$ cat src/obdc_defs.vh
// Constants for the output bank divider configuration block.
// Assumes it is included by bare name from the design files.
`ifndef OBDC_DEFS_VH
`define OBDC_DEFS_VH

// Register byte addresses.
`define OBDC_ADDR_DIV_CODE 8'h20
`define OBDC_ADDR_RSVD_A 8'h21
`define OBDC_ADDR_BANK_CTL 8'h22
`define OBDC_ADDR_RSVD_B 8'h23
`define OBDC_ADDR_OUT0_CTL 8'h24
`define OBDC_ADDR_OUT1_CTL 8'h25

// Field positions.
`define OBDC_DIV_CODE_MSB 5
`define OBDC_BANK_PD_BIT 7
`define OBDC_BANK_SRC_BIT 0
`define OBDC_OUT_PD_BIT 7
`define OBDC_OUT_STY_BIT 2
`define OBDC_OUT_AMP_MSB 1

// Reset values.
`define OBDC_DIV_CODE_RST 6'h0D
`define OBDC_DIV_RATIO_RST 8'h10
`define OBDC_BANK_PD_RST 1'b0
`define OBDC_BANK_SRC_RST 1'b0
`define OBDC_OUT_PD_RST 2'h0
`define OBDC_OUT_STY_RST 2'h0
`define OBDC_OUT_AMP_RST 4'h0

// Divider code limits and field encodings.
`define OBDC_DIV_CODE_MAX 6'h3B
`define OBDC_SRC_PINS 1'b0
`define OBDC_SRC_REGS 1'b1
`define OBDC_STY_LVDS 1'b0
`define OBDC_STY_ECL 1'b1
`define OBDC_AMP_350MV 2'h0
`define OBDC_AMP_500MV 2'h1
`define OBDC_AMP_750MV 2'h2
`define OBDC_AMP_RSVD 2'h3

`endif

$ cat src/obdc_int_div.v
// Integer divider for one output bank, with glitch-free ratio changes.
// Assumes ratio_load is a one-cycle pulse and ratio_in is nonzero.
`timescale 1ns/1ps
`include "obdc_defs.vh"

module obdc_int_div #(
  parameter W = 8
) (
  sys_clk,
  rst,
  run,
  ratio_load,
  ratio_in,
  div_clk,
  div_tick,
  cur_ratio
);
  input wire sys_clk;
  input wire rst;
  input wire run;
  input wire ratio_load;
  input wire [W-1:0] ratio_in;
  output wire div_clk;
  output wire div_tick;
  output wire [W-1:0] cur_ratio;

  reg [W-1:0] ratio_q;
  reg [W-1:0] ratio_d;
  reg [W-1:0] nxt_q;
  reg pend_q;
  reg [W-1:0] cnt_q;
  reg [W-1:0] cnt_d;
  reg clk_q;
  reg tick_q;
  wire wrap;
  wire [W:0] half_w;

  assign wrap = (cnt_q == ratio_q - {{(W-1){1'b0}}, 1'b1});
  assign half_w = ({1'b0, ratio_d} + {{W{1'b0}}, 1'b1}) >> 1;

  // A new ratio is only adopted at a period boundary, or while stopped,
  // so the running output never shows a shortened high or low phase.
  always @* begin
    ratio_d = ratio_q;
    cnt_d = cnt_q + {{(W-1){1'b0}}, 1'b1};
    if (!run) begin
      cnt_d = {W{1'b0}};
      if (pend_q) begin
        ratio_d = nxt_q;
      end
    end else if (wrap) begin
      cnt_d = {W{1'b0}};
      if (pend_q) begin
        ratio_d = nxt_q;
      end
    end
  end

  always @(posedge sys_clk or posedge rst) begin
    if (rst) begin
      ratio_q <= `OBDC_DIV_RATIO_RST;
      nxt_q <= `OBDC_DIV_RATIO_RST;
      pend_q <= 1'b0;
      cnt_q <= {W{1'b0}};
      clk_q <= 1'b0;
      tick_q <= 1'b0;
    end else begin
      ratio_q <= ratio_d;
      cnt_q <= cnt_d;
      if (ratio_load) begin
        nxt_q <= ratio_in;
        pend_q <= 1'b1;
      end else if (!run || wrap) begin
        pend_q <= 1'b0;
      end
      clk_q <= run && ({1'b0, cnt_d} < half_w);
      tick_q <= run && wrap;
    end
  end

  assign div_clk = clk_q;
  assign div_tick = tick_q;
  assign cur_ratio = ratio_q;
endmodule

$ cat src/obdc_bank_cfg.v
// Configuration logic for one integer-divider output bank.
// Assumes a byte register port from the serial interface, synchronous
// inputs, and an initialisation bit held in another register block.
//
// What this block does
// - Decode 6-bit divider code via fixed table.
// - New divider code applies only on init toggle.
// - Bank power-down stops bank and both outputs, in register mode only.
// - Source bit picks control pins or registers.
// - Per-output power-down bit stops that output.
// - Style bit selects LVDS or emitter-coupled format, in register mode only.
// - Amplitude code selects 350, 500, 750 mV, in register mode only.
// - Reserved bits written zero, read as zero.
`timescale 1ns/1ps
`include "obdc_defs.vh"

module obdc_bank_cfg #(
  parameter RW = 8,
  // Four 6-bit codes packed end to end; pin value 0 owns the low field.
  parameter [23:0] PIN_DIV_CODES = 24'h34_A1C4,
  parameter [1:0] PIN_STYLE = 2'h0,
  parameter [3:0] PIN_AMP = 4'h0
) (
  sys_clk,
  rst,
  reg_wr_en,
  reg_rd_en,
  reg_addr,
  reg_wdata,
  reg_rdata,
  bank_ctl_pin,
  init_clk_bit,
  bank_power_down_st,
  output_power_down_st,
  output_style_st,
  output_amplitude_st,
  amp_reserved,
  div_ratio,
  bank_clock_output,
  bank_clock_tick
);
  input wire sys_clk;
  input wire rst;
  input wire reg_wr_en;
  input wire reg_rd_en;
  input wire [7:0] reg_addr;
  input wire [7:0] reg_wdata;
  output wire [7:0] reg_rdata;
  input wire [1:0] bank_ctl_pin;
  input wire init_clk_bit;
  output wire bank_power_down_st;
  output wire [1:0] output_power_down_st;
  output wire [1:0] output_style_st;
  output wire [3:0] output_amplitude_st;
  output wire [1:0] amp_reserved;
  output wire [RW-1:0] div_ratio;
  output wire bank_clock_output;
  output wire bank_clock_tick;

  // Ratio table lookup; zero marks a reserved code.
  function [7:0] obdc_ratio;
    input [5:0] code;
    begin
      case (code)
        6'h01: obdc_ratio = 8'd1;
        6'h02: obdc_ratio = 8'd2;
        6'h03: obdc_ratio = 8'd3;
        6'h04: obdc_ratio = 8'd4;
        6'h05: obdc_ratio = 8'd5;
        6'h06: obdc_ratio = 8'd6;
        6'h07: obdc_ratio = 8'd8;
        6'h08: obdc_ratio = 8'd9;
        6'h09: obdc_ratio = 8'd10;
        6'h0A: obdc_ratio = 8'd12;
        6'h0B: obdc_ratio = 8'd14;
        6'h0C: obdc_ratio = 8'd15;
        6'h0D: obdc_ratio = 8'd16;
        6'h0E: obdc_ratio = 8'd18;
        6'h0F: obdc_ratio = 8'd20;
        6'h10: obdc_ratio = 8'd21;
        6'h11: obdc_ratio = 8'd22;
        6'h12: obdc_ratio = 8'd24;
        6'h13: obdc_ratio = 8'd25;
        6'h14: obdc_ratio = 8'd27;
        6'h15: obdc_ratio = 8'd28;
        6'h16: obdc_ratio = 8'd30;
        6'h17: obdc_ratio = 8'd32;
        6'h18: obdc_ratio = 8'd33;
        6'h19: obdc_ratio = 8'd35;
        6'h1A: obdc_ratio = 8'd36;
        6'h1B: obdc_ratio = 8'd40;
        6'h1C: obdc_ratio = 8'd42;
        6'h1D: obdc_ratio = 8'd44;
        6'h1E: obdc_ratio = 8'd45;
        6'h1F: obdc_ratio = 8'd48;
        6'h20: obdc_ratio = 8'd50;
        6'h21: obdc_ratio = 8'd54;
        6'h22: obdc_ratio = 8'd55;
        6'h23: obdc_ratio = 8'd56;
        6'h24: obdc_ratio = 8'd60;
        6'h25: obdc_ratio = 8'd64;
        6'h26: obdc_ratio = 8'd66;
        6'h27: obdc_ratio = 8'd70;
        6'h28: obdc_ratio = 8'd72;
        6'h29: obdc_ratio = 8'd80;
        6'h2A: obdc_ratio = 8'd84;
        6'h2B: obdc_ratio = 8'd88;
        6'h2C: obdc_ratio = 8'd90;
        6'h2D: obdc_ratio = 8'd96;
        6'h2E: obdc_ratio = 8'd100;
        6'h2F: obdc_ratio = 8'd108;
        6'h30: obdc_ratio = 8'd110;
        6'h31: obdc_ratio = 8'd112;
        6'h32: obdc_ratio = 8'd120;
        6'h33: obdc_ratio = 8'd128;
        6'h34: obdc_ratio = 8'd132;
        6'h35: obdc_ratio = 8'd140;
        6'h36: obdc_ratio = 8'd144;
        6'h37: obdc_ratio = 8'd160;
        6'h38: obdc_ratio = 8'd176;
        6'h39: obdc_ratio = 8'd180;
        6'h3A: obdc_ratio = 8'd200;
        6'h3B: obdc_ratio = 8'd220;
        default: obdc_ratio = 8'd0;
      endcase
    end
  endfunction

  // Software-visible settings.
  reg [5:0] div_code_q;
  reg bank_pd_q;
  reg bank_src_q;
  reg [1:0] out_pd_q;
  reg [1:0] out_sty_q;
  reg [3:0] out_amp_q;
  reg [7:0] rdata_q;
  reg [7:0] rdata_d;

  // Effective settings after source selection.
  reg [5:0] eff_code;
  reg eff_bank_pd;
  reg [1:0] eff_sty;
  reg [3:0] eff_amp;

  reg st_bank_pd_q;
  reg [1:0] st_out_pd_q;
  reg [1:0] st_sty_q;
  reg [3:0] st_amp_q;
  reg [1:0] st_amp_rsvd_q;

  reg init_prev_q;
  reg init_arm_q;
  wire init_toggle;
  wire [7:0] eff_ratio;
  wire ratio_load;

  always @(posedge sys_clk or posedge rst) begin
    if (rst) begin
      div_code_q <= `OBDC_DIV_CODE_RST;
      bank_pd_q <= `OBDC_BANK_PD_RST;
      bank_src_q <= `OBDC_BANK_SRC_RST;
      out_pd_q <= `OBDC_OUT_PD_RST;
      out_sty_q <= `OBDC_OUT_STY_RST;
      out_amp_q <= `OBDC_OUT_AMP_RST;
    end else if (reg_wr_en) begin
      // Reserved positions are dropped on write.
      case (reg_addr)
        `OBDC_ADDR_DIV_CODE: begin
          div_code_q <= reg_wdata[`OBDC_DIV_CODE_MSB:0];
        end
        `OBDC_ADDR_BANK_CTL: begin
          bank_pd_q <= reg_wdata[`OBDC_BANK_PD_BIT];
          bank_src_q <= reg_wdata[`OBDC_BANK_SRC_BIT];
        end
        `OBDC_ADDR_OUT0_CTL: begin
          out_pd_q[0] <= reg_wdata[`OBDC_OUT_PD_BIT];
          out_sty_q[0] <= reg_wdata[`OBDC_OUT_STY_BIT];
          out_amp_q[1:0] <= reg_wdata[`OBDC_OUT_AMP_MSB:0];
        end
        `OBDC_ADDR_OUT1_CTL: begin
          out_pd_q[1] <= reg_wdata[`OBDC_OUT_PD_BIT];
          out_sty_q[1] <= reg_wdata[`OBDC_OUT_STY_BIT];
          out_amp_q[3:2] <= reg_wdata[`OBDC_OUT_AMP_MSB:0];
        end
        default: begin
        end
      endcase
    end
  end

  // Reserved and unmapped positions read as zero.
  always @* begin
    rdata_d = 8'h00;
    case (reg_addr)
      `OBDC_ADDR_DIV_CODE: begin
        rdata_d[`OBDC_DIV_CODE_MSB:0] = div_code_q;
      end
      `OBDC_ADDR_BANK_CTL: begin
        rdata_d[`OBDC_BANK_PD_BIT] = bank_pd_q;
        rdata_d[`OBDC_BANK_SRC_BIT] = bank_src_q;
      end
      `OBDC_ADDR_OUT0_CTL: begin
        rdata_d[`OBDC_OUT_PD_BIT] = out_pd_q[0];
        rdata_d[`OBDC_OUT_STY_BIT] = out_sty_q[0];
        rdata_d[`OBDC_OUT_AMP_MSB:0] = out_amp_q[1:0];
      end
      `OBDC_ADDR_OUT1_CTL: begin
        rdata_d[`OBDC_OUT_PD_BIT] = out_pd_q[1];
        rdata_d[`OBDC_OUT_STY_BIT] = out_sty_q[1];
        rdata_d[`OBDC_OUT_AMP_MSB:0] = out_amp_q[3:2];
      end
      default: begin
        rdata_d = 8'h00;
      end
    endcase
  end

  always @(posedge sys_clk or posedge rst) begin
    if (rst) begin
      rdata_q <= 8'h00;
    end else if (reg_rd_en) begin
      rdata_q <= rdata_d;
    end
  end

  // Pin mode never powers the bank down; registers are still readable.
  always @* begin
    if (bank_src_q == `OBDC_SRC_REGS) begin
      eff_code = div_code_q;
      eff_bank_pd = bank_pd_q;
      eff_sty = out_sty_q;
      eff_amp = out_amp_q;
    end else begin
      case (bank_ctl_pin)
        2'h0: eff_code = PIN_DIV_CODES[5:0];
        2'h1: eff_code = PIN_DIV_CODES[11:6];
        2'h2: eff_code = PIN_DIV_CODES[17:12];
        2'h3: eff_code = PIN_DIV_CODES[23:18];
        default: eff_code = `OBDC_DIV_CODE_RST;
      endcase
      eff_bank_pd = 1'b0;
      eff_sty = PIN_STYLE;
      eff_amp = PIN_AMP;
    end
  end

  // The first sample after reset only arms the detector, so a bit that
  // already sits high at release is not taken for a toggle.
  always @(posedge sys_clk or posedge rst) begin
    if (rst) begin
      init_prev_q <= 1'b0;
      init_arm_q <= 1'b0;
    end else begin
      init_prev_q <= init_clk_bit;
      init_arm_q <= 1'b1;
    end
  end

  assign init_toggle = init_arm_q && (init_clk_bit != init_prev_q);
  assign eff_ratio = obdc_ratio(eff_code);
  // A reserved code at the toggle leaves the running ratio in place.
  assign ratio_load = init_toggle && (eff_ratio != 8'd0);

  genvar gi;
  generate
    for (gi = 0; gi < 2; gi = gi + 1) begin : g_out
      always @(posedge sys_clk or posedge rst) begin
        if (rst) begin
          st_out_pd_q[gi] <= 1'b0;
          st_sty_q[gi] <= `OBDC_STY_LVDS;
          st_amp_q[2*gi+1:2*gi] <= `OBDC_AMP_350MV;
          st_amp_rsvd_q[gi] <= 1'b0;
        end else begin
          // Bank power-down overrides the per-output bit.
          st_out_pd_q[gi] <= eff_bank_pd | out_pd_q[gi];
          st_sty_q[gi] <= eff_sty[gi];
          st_amp_q[2*gi+1:2*gi] <= eff_amp[2*gi+1:2*gi];
          st_amp_rsvd_q[gi] <=
            (eff_amp[2*gi+1:2*gi] == `OBDC_AMP_RSVD);
        end
      end
    end
  endgenerate

  always @(posedge sys_clk or posedge rst) begin
    if (rst) begin
      st_bank_pd_q <= `OBDC_BANK_PD_RST;
    end else begin
      st_bank_pd_q <= eff_bank_pd;
    end
  end

  obdc_int_div #(
    .W(RW)
  ) u_div (
    .sys_clk(sys_clk),
    .rst(rst),
    // Run follows the effective setting itself, so the divided clock stops
    // on the same edge at which the registered power-down status rises.
    .run(~eff_bank_pd),
    .ratio_load(ratio_load),
    .ratio_in(eff_ratio[RW-1:0]),
    .div_clk(bank_clock_output),
    .div_tick(bank_clock_tick),
    .cur_ratio(div_ratio)
  );

  assign reg_rdata = rdata_q;
  assign bank_power_down_st = st_bank_pd_q;
  assign output_power_down_st = st_out_pd_q;
  assign output_style_st = st_sty_q;
  assign output_amplitude_st = st_amp_q;
  assign amp_reserved = st_amp_rsvd_q;
endmodule

$ cat config.mk
export PLATFORM = sky130hd
export DESIGN_NAME = obdc_bank_cfg
export DESIGN_NICKNAME = d
export VERILOG_FILES = /design/src/obdc_int_div.v /design/src/obdc_bank_cfg.v
export VERILOG_INCLUDE_DIRS = /design/src
export SDC_FILE = /design/constraint.sdc
export NUM_CORES = 1
export LEC_CHECK = 0
export BUFFER_PORTS_ARGS = -buffer_cell sky130_fd_sc_hd__buf_4
export CAP_MARGIN = 0
export CORE_UTILIZATION = 45
export DETAILED_ROUTE_END_ITERATION = 7
export GPL_TIMING_DRIVEN = 0
export PLACE_DENSITY = 0.63
export SLEW_MARGIN = 10
export SYNTH_ARGS = -nofsm -noshare
export SYNTH_HDL_FRONTEND = slang
export SYNTH_HIERARCHICAL = 1
export SYNTH_SLANG_ARGS = --single-unit
$ cat constraint.sdc
create_clock -name sys_clk -period 5.1 [get_ports sys_clk]
set_input_delay 0.765 -clock sys_clk [delete_from_list [all_inputs] [get_ports sys_clk]]
set_output_delay 0.765 -clock sys_clk [all_outputs]
set_load 0.02 [all_outputs]
==> implementation parameters <==
Parameter                              Value

Worst setup path
  Reg-to-Reg Start    bank_src_q
  Max FO, Critical Path    10
  Internal reg-to-reg setup slack    ~0.72 ns
  CP dominant cell by count    buf_6
  Biggest cell delay along the critical path    0.47 ns
  Required time at the endpoint of the critical path    5.36 ns
  Worst Reg-to-Reg Cells    19
  Critical Path AT    4.64 ns
  Worst setup EP type    register
  Critical path origin    bank_src_q
  Reg2reg end    u_div/div_clk
  Kind of critical path    register to register
  Cell family contributing the most delay on the critical path    simple AND/OR/NAND/NOR gates
  Buffers & Inverters on Critical Path    5
  Startpoint types    register
  Crit path max-delay cell type    or4_1
  Critical path cell sequence    buf_6 -> buf_6 -> clkbuf_1 -> nand2_1 -> inv_1 -> o311ai_4 -> buf_6 -> mux2_4 -> ha_1 -> nand3_1 -> xor2_1 -> nand2_1 -> o21ai_1 -> ha_1 -> o21ai_0 -> a21oi_1 -> o31a_1 -> or4_1 -> a31oi_1

Timing
  Final critical-path share of the clock period    85.91%
  Max-slew headroom    28.34%
  Count of final setup violators    0
  Final number of max-transition violations    0
  F_max    228.2 MHz
  Final critical path time including I/O delays and setup    around 4.4 ns
  Setup Skew    0.01453 ns
  Worst-Margin Slew    1.074 ns
  Final sum of negative setup slack    0 ns
  Setup repair after global routing missed its margin    no
  Total count of hold-check failures in the final report    0

Final layout
  Ratio of cells with drive above 1 in the final layout    between 20% and 30%
  Most frequent standard cell in the layout excluding fill and tap cells    dfrtp_1
  Layout-stage area growth over the synthesis result    17.11%
  Number of antenna cells inserted    0
  Non-filler cells in the finished layout    606
  Most used cells in the layout excluding fill and tap cells    dfrtp_1, buf_4, nand3_1
  Layout Nets    533

CTS
  Clock buffers created by TritonCTS    9
  Max Buffers Root-to-Sink    2
  Clock transition time at the flip-flop clock pins of the worst setup and hold paths    0.08 ns
  TritonCTS clock tree    yes
  Clk Tree Root Cell    clkbuf_8
  Number of hold-repair buffers added at the cts stage    0
  Clock Latency Late Sink    0.34 ns
  Postcts setup bufs    0
  CTS HTree Levels    3
  Gates resized, CTS repair    0
  Clk sinks    63

Floorplanning
  Site row count    35
  Die W    approximately 99 um
  Core outline area    ~0.009 mm2
  Starting utilization of the core area    a little under half
  Height of the die    99.07 um
  Die area    0.009815 mm2
  Boundary Pins    52

Power and ir drop
  Power density over the cells    ~270 mW/mm2
  LEAKAGE    ~2.3 nW
  Largest voltage drop on the vdd net    197.4 uV

Yosys
  Average size of a mapped cell    9.838 um2
  Main flop type after synthesis    dfrtp_1
  Cell Area, Synth    0.004240 mm2
  Synth top area share    about a third
  Number of enable flip-flop cells after synthesis    0
  FFs w/ async S/R, synth    100.0%
  Register bit count reported by yosys    63
  Biggest area contributors in the synthesized netlist    dfrtp_1, mux2_2, ha_1
  Number of cells produced by synthesis    431
  Cell type contributing the most total cell area after synthesis    dfrtp_1
  Syn nets    474
  Sequential share of the synthesized area    37.33%
  Yosys warning count    6
  Count of unique library cells instantiated by Yosys    between 60 and 70

Detailed routing
  Remaining design rule violation count    0
  Amount of wire on met2 after detailed routing    between 4000 and 5000 um
  Antenna-violating nets left    0
  Length of the first detailed-routing pass in iterations    5
  Met3 WL post-DR    approximately 440 um
  Iteration-0 DRC Markers    157
  Vias after detailed routing    approximately 3500
  Total routed wire length on the met1 layer    approximately 4800 um
  Via/cell ratio    5.701
  Routed Wire Length    10200 um
  Highest metal layer used by the detailed router    met4
  Routed len/inst    16.83 um

Global route
  Global Route Usage Sum    22.17%
  Residual overflow from global routing    0
  Via count of the first global-routing pass    3381
  Number of antenna violations at the first check in global routing    0
  First-pass GRT wire length    17080 um
  Maximum number of pins on one net before global-route repair    37

Placement
  Input/output buffers    48
  Routability Congestion    0.9199
  Number of cells in the design after placement    slightly below 600
  Detail Placement HPWL    ~7600 um

Hold path
  Worst hold path type    register to register
  WHS Path Cells    1
  Worst Min Path Start    out_pd_q[1]
  Worst-case hold path end point    output_power_down_st[1]

Flow run
  Max-capacitance violation count    0

Outcome
  Status    finished, final reports clean
==> cell usage after synthesis, types with 3 or more instances <==
library cell / count
and2_1: 8
nand2b_1: 11
dfstp_2: 5
and3_1: 13
a31oi_1: 10
nand2_1: 25
ha_1: 20
xnor2_1: 13
mux2_2: 28
o21ai_1: 5
a32o_1: 3
inv_1: 25
nor2_2: 3
xor2_1: 14
o211ai_1: 4
buf_2: 3
nand4_1: 3
nand3_1: 30
mux2_4: 9
dfrtp_1: 58
o31a_1: 3
nor2_1: 23
clkbuf_1: 11
a22oi_1: 5
buf_6: 5
o21ai_0: 22
a21oi_2: 4
a21oi_1: 15
==> per-layer routing <==
metal | up-vias | GRT usage, %
li1 | 1670 | -
met1 | 1647 | 30.68
met2 | 122 | 35.61
met3 | 16 | 3.617
met4 | 0 | 7.127
met5 | - | 0
==> power breakdown <==
part           leakage [nW]  internal, W  switching [W]
clock network         0.111     0.000281       0.000216
registers             0.822     0.000539      0.0000459
logic                  1.39     0.000121       0.000155
==> cells by family (layout without fill, tap and decap cells) <==
| logic type | Yosys count | after routing | share of synthesized area [%] |
|---|---|---|---|
| flip-flops | 63 | 63 | 37.33 |
| buffers and inverters | 48 | 112 | 5.665 |
| multiplexers | 40 | 40 | 11.63 |
| other | 2 | 2 | 0.1771 |
| AND/OR/NAND/NOR | 133 | 133 | 16.85 |
| XOR/XNOR | 28 | 28 | 5.961 |
| adder cells (fa/ha/maj) | 20 | 20 | 5.901 |
| AO/OA/AOI/OAI | 97 | 97 | 16.49 |
==> sequential cells by signal (all words and copies together), names as in the netlist, 2 cells and up <==
signal and flops:
amp_reserved 2, div_code_q 6, out_amp_q 4, out_pd_q 2
out_sty_q 2, output_amplitude_st 4, output_power_down_st 2, output_style_st 2
reg_rdata 7, u_div/cnt_q 8, u_div/cur_ratio 8, u_div/nxt_q 8
==> stage by stage <==
step	setup slack (ns)	utilization (%)	hold slack, ns	cell area [um2]	power [W]
global placement	0.5834	51.54	0.4744	4740	0.0008596
global route	0.3985	54.00	0.5282	4966	0.001430
detailed placement	0.5440	51.54	0.4849	4740	0.0008662
finish	0.7187	54.00	0.4970	4966	0.001359
CTS	0.7242	54.00	0.5032	4966	0.001367
floorplan	1.148	-	0.4457	4240	0.0007790
==> worst max-delay path by stage <==
stage | endpoint | slack, ns | depth (start not counted)
finish | u_div/div_clk | 0.72 | 19
global route | u_div/div_clk | 0.40 | 19
CTS | u_div/div_clk | 0.72 | 19
detailed placement | u_div/nxt_q[7] | 0.54 | 14
global placement | u_div/nxt_q[6] | 0.58 | 14
floorplan | u_div/div_clk | 1.15 | 20
==> cell type report <==
| class | count | area, um2 |
|---|---|---|
| Fill cell | 856 | 4230 |
| Multi-Input combinational cell | 320 | 2417 |
| Sequential cell | 63 | 1583 |
| Timing Repair Buffer | 48 | 360.3 |
| Buffer | 22 | 142.6 |
| Tap cell | 111 | 138.9 |
| Clock buffer | 9 | 123.9 |
| Clock inverter | 7 | 102.6 |
| Inverter | 26 | 97.59 |
No activity file was read; power rests on OpenSTA's default activity.
